[config.mk]
export PLATFORM = sky130hd
export DESIGN_NAME = dual_adc_convert_read_control
export DESIGN_NICKNAME = d
export VERILOG_FILES = /design/src/adc_ctrl_pkg.sv /design/src/conv_if.sv /design/src/dual_adc_convert_read_control.sv /design/src/conv_timer.sv
export SDC_FILE = /design/constraint.sdc
export NUM_CORES = 1
export LEC_CHECK = 0
export BUFFER_PORTS_ARGS = -buffer_cell sky130_fd_sc_hd__buf_2
export CAP_MARGIN = 20
export CORE_MARGIN = 1
export CORE_UTILIZATION = 55
export CTS_BUF_LIST = sky130_fd_sc_hd__clkbuf_16
export DETAILED_ROUTE_END_ITERATION = 16
export PLACE_DENSITY = 0.8
export SYNTH_ARGS = -nofsm -noshare
export SYNTH_HDL_FRONTEND = slang
export SYNTH_HIERARCHICAL = 1
export SYNTH_SLANG_ARGS = --single-unit
[constraint.sdc]
create_clock -name clk -period 2.8 [get_ports clk]
set_input_delay 0.28 -clock clk [delete_from_list [all_inputs] [get_ports clk]]
set_output_delay 0.28 -clock clk [all_outputs]
set_load 0.01 [all_outputs]
[src/adc_ctrl_pkg.sv]
// Operation
// - Start falling edge holds both inputs, starts conversion
// - Results in output register within 5.2 us
// - Busy falls when both results are readable
// - First strobe gives input 1, second input 2
// - Starts no closer than 5.7 us apart
// - Bipolar results coded in two's complement
// - Unipolar results coded in straight binary
// - Just below zero gives all ones, zero gives zeros
// - Largest positive is zero then all ones
// - Most negative is one then all zeros
// - Start edge raises busy until conversion ends
// - Hold stages return to tracking at conversion end
// - Pair chosen by select level before start
package adc_ctrl_pkg;
  localparam int unsigned data_w = 14;
  localparam int unsigned clk_mhz = 200;
  localparam int unsigned conv_time_ns = 5200;
  localparam int unsigned conv_cycles = conv_time_ns * clk_mhz / 1000;
  localparam int unsigned cnt_w = $clog2(conv_cycles + 1);
  localparam int unsigned msb = data_w - 1;
  // Start edge is seen up to a cycle late and busy falls two cycles after
  // the last count, so the count stops three short of the full time
  localparam logic [cnt_w-1:0] cnt_last = cnt_w'(conv_cycles - 3);
  localparam logic [cnt_w-1:0] cnt_zero = '0;
  localparam logic [data_w-1:0] data_zero = '0;
  localparam logic [data_w-1:0] sign_flip = data_w'(1) << msb;
endpackage

[src/conv_if.sv]
`timescale 1ns/1ps
interface conv_if;
  logic start;
  logic done;
  modport ctrl (output start, input done);
  modport timer (input start, output done);
endinterface

[src/dual_adc_convert_read_control.sv]
`timescale 1ns/1ps
module dual_adc_convert_read_control (
  input wire logic clk,
  input wire logic rst,
  input wire logic convert_start_n,
  input wire logic pair_select,
  input wire logic cs_n,
  input wire logic rd_n,
  input wire logic unipolar_strap,
  input wire logic [adc_ctrl_pkg::data_w-1:0] pair_a_input_1,
  input wire logic [adc_ctrl_pkg::data_w-1:0] pair_a_input_2,
  input wire logic [adc_ctrl_pkg::data_w-1:0] pair_b_input_1,
  input wire logic [adc_ctrl_pkg::data_w-1:0] pair_b_input_2,
  output logic busy_ff,
  output logic hold_ff,
  output logic [adc_ctrl_pkg::data_w-1:0] data_out_ff,
  output logic data_oe_ff
);
  conv_if cv ();

  logic start_prev_ff;
  logic rd_prev_ff;
  logic strap_taken_ff;
  logic unipolar_ff;
  logic pair_ff;
  logic second_ff;
  logic [adc_ctrl_pkg::data_w-1:0] held1_ff;
  logic [adc_ctrl_pkg::data_w-1:0] held2_ff;
  logic [adc_ctrl_pkg::data_w-1:0] result1_ff;
  logic [adc_ctrl_pkg::data_w-1:0] result2_ff;
  logic start_edge;
  logic read_active;
  logic rd_rise;

  assign start_edge = start_prev_ff & ~convert_start_n & ~busy_ff;
  assign read_active = ~cs_n & ~rd_n;
  assign rd_rise = ~cs_n & ~rd_prev_ff & rd_n;
  assign cv.start = start_edge;

  conv_timer u_timer (
    .clk(clk),
    .rst(rst),
    .cv(cv)
  );

  always_ff @(posedge clk or posedge rst) begin
    if (rst) begin
      start_prev_ff <= 1'b1;
      rd_prev_ff <= 1'b1;
    end else begin
      start_prev_ff <= convert_start_n;
      rd_prev_ff <= rd_n;
    end
  end

  // Coding strap caught once after reset release
  always_ff @(posedge clk or posedge rst) begin
    if (rst) begin
      strap_taken_ff <= 1'b0;
      unipolar_ff <= 1'b0;
    end else if (!strap_taken_ff) begin
      strap_taken_ff <= 1'b1;
      unipolar_ff <= unipolar_strap;
    end
  end

  // Sample both inputs of the chosen pair at the same edge
  always_ff @(posedge clk or posedge rst) begin
    if (rst) begin
      pair_ff <= 1'b0;
      held1_ff <= adc_ctrl_pkg::data_zero;
      held2_ff <= adc_ctrl_pkg::data_zero;
    end else if (start_edge) begin
      pair_ff <= pair_select;
      held1_ff <= pair_select ? pair_b_input_1 : pair_a_input_1;
      held2_ff <= pair_select ? pair_b_input_2 : pair_a_input_2;
    end
  end

  always_ff @(posedge clk or posedge rst) begin
    if (rst) begin
      busy_ff <= 1'b0;
      hold_ff <= 1'b0;
    end else if (start_edge) begin
      busy_ff <= 1'b1;
      hold_ff <= 1'b1;
    end else if (cv.done) begin
      busy_ff <= 1'b0;
      hold_ff <= 1'b0;
    end
  end

  // Offset-binary samples; flipping the MSB gives two's complement
  always_ff @(posedge clk or posedge rst) begin
    if (rst) begin
      result1_ff <= adc_ctrl_pkg::data_zero;
      result2_ff <= adc_ctrl_pkg::data_zero;
    end else if (cv.done) begin
      if (unipolar_ff) begin
        result1_ff <= held1_ff;
        result2_ff <= held2_ff;
      end else begin
        result1_ff <= held1_ff ^ adc_ctrl_pkg::sign_flip;
        result2_ff <= held2_ff ^ adc_ctrl_pkg::sign_flip;
      end
    end
  end

  // Read order: advance on each strobe release
  always_ff @(posedge clk or posedge rst) begin
    if (rst) begin
      second_ff <= 1'b0;
    end else if (start_edge) begin
      second_ff <= 1'b0;
    end else if (rd_rise) begin
      second_ff <= ~second_ff;
    end
  end

  always_ff @(posedge clk or posedge rst) begin
    if (rst) begin
      data_oe_ff <= 1'b0;
      data_out_ff <= adc_ctrl_pkg::data_zero;
    end else begin
      data_oe_ff <= read_active;
      if (read_active) begin
        data_out_ff <= second_ff ? result2_ff : result1_ff;
      end
    end
  end
endmodule // dual_adc_convert_read_control

[src/conv_timer.sv]
`timescale 1ns/1ps
module conv_timer (
  input wire logic clk,
  input wire logic rst,
  conv_if.timer cv
);
  logic [adc_ctrl_pkg::cnt_w-1:0] cnt_ff;
  logic run_ff;
  logic done_ff;

  assign cv.done = done_ff;

  // Fixed conversion length counted in cycles of the system clock clk
  always_ff @(posedge clk or posedge rst) begin
    if (rst) begin
      cnt_ff <= adc_ctrl_pkg::cnt_zero;
      run_ff <= 1'b0;
      done_ff <= 1'b0;
    end else begin
      done_ff <= 1'b0;
      if (cv.start) begin
        cnt_ff <= adc_ctrl_pkg::cnt_zero;
        run_ff <= 1'b1;
      end else if (run_ff) begin
        if (cnt_ff == adc_ctrl_pkg::cnt_last) begin
          run_ff <= 1'b0;
          done_ff <= 1'b1;
        end else begin
          cnt_ff <= cnt_ff + 1'b1;
        end
      end
    end
  end
endmodule // conv_timer

==> results_dict.tcl <==
set metrics [dict create \
    wl_per_cell_microns 14.7 \
    yosys_warnings 6 \
    viasPerCell 5.39 \
    cts_hold_buf 0 \
    slew_viol_final 0 \
    fin_setup_tns_ns 0 \
    vias 2794 \
    cts_inserted_buffers 9 \
    setup_viol 0 \
    postSynthAreaPerCell_sq_um 11.7 \
    dp_hpwl_microns 5180 \
    insertion_delay_ns 0.33 \
    grt_max_degree 51 \
    cap_violations 0 \
    cts.sinks 90 \
    start_kind "flop" \
    cts_tree "yes" \
    grt_pass1_vias 2776 \
    antennaDiodeCount 0 \
    cts_buffer_depth 2 \
    ctsResizeCount 0 \
    required_ns 3.04 \
    whs_ns -0.0114 \
    p_per_area_nw_per_um2 796 \
    detail-route-antenna-nets 0 \
    fin_cells 518 \
    grt_pass1_wl_microns 13100 \
    worst_pin_slew_ns 0.931 \
    area_growth_pct 18.1 \
    p_leak_nw 2.31 \
    crit_fanout 48 \
    drtIter0Drc 138 \
    yosysSeqAreaShare_pct 56.4 \
    gp_congestion 0.848 \
    power_mw 3.76 \
    dr.pass1.iters 4 \
    status "finished with violations" \
    reg2reg_from "start_prev_ff$_DFF_PP1_" \
    worst_ep_arrival_time_ns 2.08 \
    syn_nets 408 \
    cp-end-kind "flop" \
    track_usage_pct 22.7 \
    cts_max_level 3 \
    wirelength_microns 7630 \
    portBuffers 79 \
    synth.distinct_cells 41 \
    clock_skew_ns 0.00476 \
    layout-drive-gt1-share_pct 32.0 \
    max_clock_freq_mhz 545 \
    core_sq_um 6910 \
    setup.worst_path.class "flop to flop" \
    die_area_sq_um 7610 \
    dp.cells 502 \
    place_ws_ns 0.988 \
    clkTransAtPathRegs_ns 0.06 \
    drc 0 \
    synth-seq-cells 90 \
    die_h_microns 87.3 \
    cts-root-buf "clkbuf_16" \
    finalCriticalPeriod_ns 1.83 \
    layout_setup_ws_ns 0.966 \
    hp-class "primary input to asynchronous set/reset pin" \
    synthCells 343 \
    layout.nets 482 \
    antenna_found_initial 0 \
    post-route-period-util_pct 65.5 \
    die_x_microns 87.3 \
    start_util_pct 57.9 \
    hold_viol 13 \
    synth_area_sq_um 4000 \
    grt_setup_unrepaired "false" \
    row_count 30 \
    violations "hold timing" \
    r2r_slack_ns 0.97 \
    io_pins 80 \
    irDropWorstVdd_mv 0.693 \
    rr_worst_depth 4 \
    slew-limit-headroom_pct 37.9 \
    timing.rr.end "held1_ff[2]$_DFFE_PP0P_" \
    grt_overflow 0 \
    post_cts_buffers 0 \
]
## routing by layer
metal,global-route usage [%],share of wire (%),vias to the layer above
met5,0,0,-
met4,5.22,1.0,0
met3,5.78,3.7,10
met2,38.9,53,60
met1,29.1,43,1367
li1,-,-,1357
## stage by stage
stage | area (sq um) | utilization, % | hold slack (ns)
2_1_floorplan | 4000 | - | 0.157
3_3_place_gp | 4430 | 64.1 | 0.343
3_5_place_dp | 4430 | 64.1 | 0.354
4_1_cts | 4720 | 68.4 | 0.00345
5_1_grt | 4720 | 68.4 | 0.0278
6_report | 4720 | 68.4 | -0.0114
## layout by cell type, fill, tap and decap left out, types with 2 or more instances in the layout
master / instances
mux2i_1: 42
a31oi_1: 2
a21oi_1: 34
buf_4: 4
clkinv_2: 3
or3_1: 3
xnor2_1: 3
or4_1: 3
nor2b_1: 2
dfrtp_1: 88
ha_1: 2
mux2_2: 31
nand4_1: 2
a21o_1: 2
dfstp_2: 2
inv_1: 9
nand2_1: 19
nand3_1: 3
o21ai_0: 15
o31ai_1: 2
nor2_1: 35
o211ai_1: 3
buf_2: 79
nor4_1: 3
clkbuf_16: 9
nor3_1: 2
nor3b_1: 2
## area by class of cell
cell class                 instances  area [sq um]
clock buffer                       9           225
clock inverter                     7          68.8
fill                             523          2180
inverter                           9          35.0
multi-input combinational        223          1570
sequential                        90          2250
tap                               96           120
timing repair buffer              84           445
## cells in the mapped netlist
| library cell | number | share of area, % |
|---|---|---|
| a211o_1 | 1 | 0.22 |
| mux2_2 | 31 | 8.7 |
| xnor2_1 | 3 | 0.66 |
| inv_1 | 9 | 0.85 |
| buf_2 | 6 | 0.75 |
| o21ai_0 | 15 | 1.9 |
| dfstp_2 | 2 | 1.3 |
| or3_1 | 3 | 0.47 |
| clkbuf_1 | 3 | 0.28 |
| ha_1 | 2 | 0.63 |
| nor3b_2 | 1 | 0.31 |
| buf_6 | 4 | 1.1 |
| dfrtp_1 | 88 | 55 |
| o211ai_1 | 3 | 0.56 |
| nand4bb_1 | 1 | 0.28 |
| mux2i_1 | 42 | 11 |
| o21ai_1 | 1 | 0.13 |
| or2_1 | 1 | 0.16 |
| a21o_1 | 2 | 0.38 |
| or4_4 | 1 | 0.28 |
| nand3_1 | 3 | 0.38 |
| nand2_1 | 19 | 1.8 |
| a22oi_1 | 1 | 0.19 |
| nor2_1 | 35 | 3.3 |
| a21oi_1 | 34 | 4.3 |
| nand2b_1 | 1 | 0.16 |
| conb_1 | 1 | 0.094 |
| buf_4 | 7 | 1.3 |
| a31oi_1 | 2 | 0.31 |
| nand4_1 | 2 | 0.31 |
| buf_1 | 1 | 0.094 |
| a211oi_1 | 1 | 0.19 |
| o31ai_1 | 2 | 0.38 |
| nor4_1 | 3 | 0.47 |
| nor4bb_1 | 1 | 0.25 |
| nor2b_1 | 2 | 0.31 |
| o311ai_1 | 1 | 0.22 |
| nor3_1 | 2 | 0.25 |
| a41oi_1 | 1 | 0.22 |
| nor3b_1 | 2 | 0.38 |
| or4_1 | 3 | 0.56 |
## state kept, by name, indices dropped and copies added, names as in the netlist, 11 cells and up
register        cells
data_out_ff        14
result2_ff         14
held1_ff           14
result1_ff         14
held2_ff           14
u_timer/cnt_ff     11
## how the worst max path moves through the flow
stage                                          end                           from  cells past startpoint  slack (ns)
finish                     held1_ff[2]$_DFFE_PP0P_        start_prev_ff$_DFF_PP1_                      4        0.97
global route        u_timer/cnt_ff[10]$_DFFE_PP0P_  u_timer/cnt_ff[0]$_DFFE_PP0P_                      4        0.89
CTS                 u_timer/cnt_ff[10]$_DFFE_PP0P_  u_timer/cnt_ff[0]$_DFFE_PP0P_                      4        0.98
detailed placement   u_timer/cnt_ff[0]$_DFFE_PP0P_        start_prev_ff$_DFF_PP1_                      4        0.99
global placement     u_timer/cnt_ff[0]$_DFFE_PP0P_        start_prev_ff$_DFF_PP1_                      4        1.06
floorplan                     data_oe_ff$_DFF_PP0_                            rst                      1        0.56
## cell families after synthesis
logic type | Yosys count | synth area share (%)
AO/OA/AOI/OAI | 64 | 8.92
flip-flops | 90 | 56.4
buffers and inverters | 30 | 4.41
other | 1 | 0.0938
XOR/XNOR | 3 | 0.657
adder cells (fa/ha/maj) | 2 | 0.626
multiplexers | 73 | 19.2
AND/OR/NAND/NOR | 80 | 9.64
## worst max-delay path: stages (launching register included)
cell     delay (ns)
dfstp_2        0.52
nor3b_4        0.67
buf_12         0.31
nor2_1         0.06
a21oi_1        0.17
## report_power, final
part	leakage [nW]	switching, mW	internal [mW]
registers	1.13	0.283	1.58
logic	1.03	0.363	0.359
clock network	0.147	0.479	0.689
No activity file was read; power rests on OpenSTA's default activity.
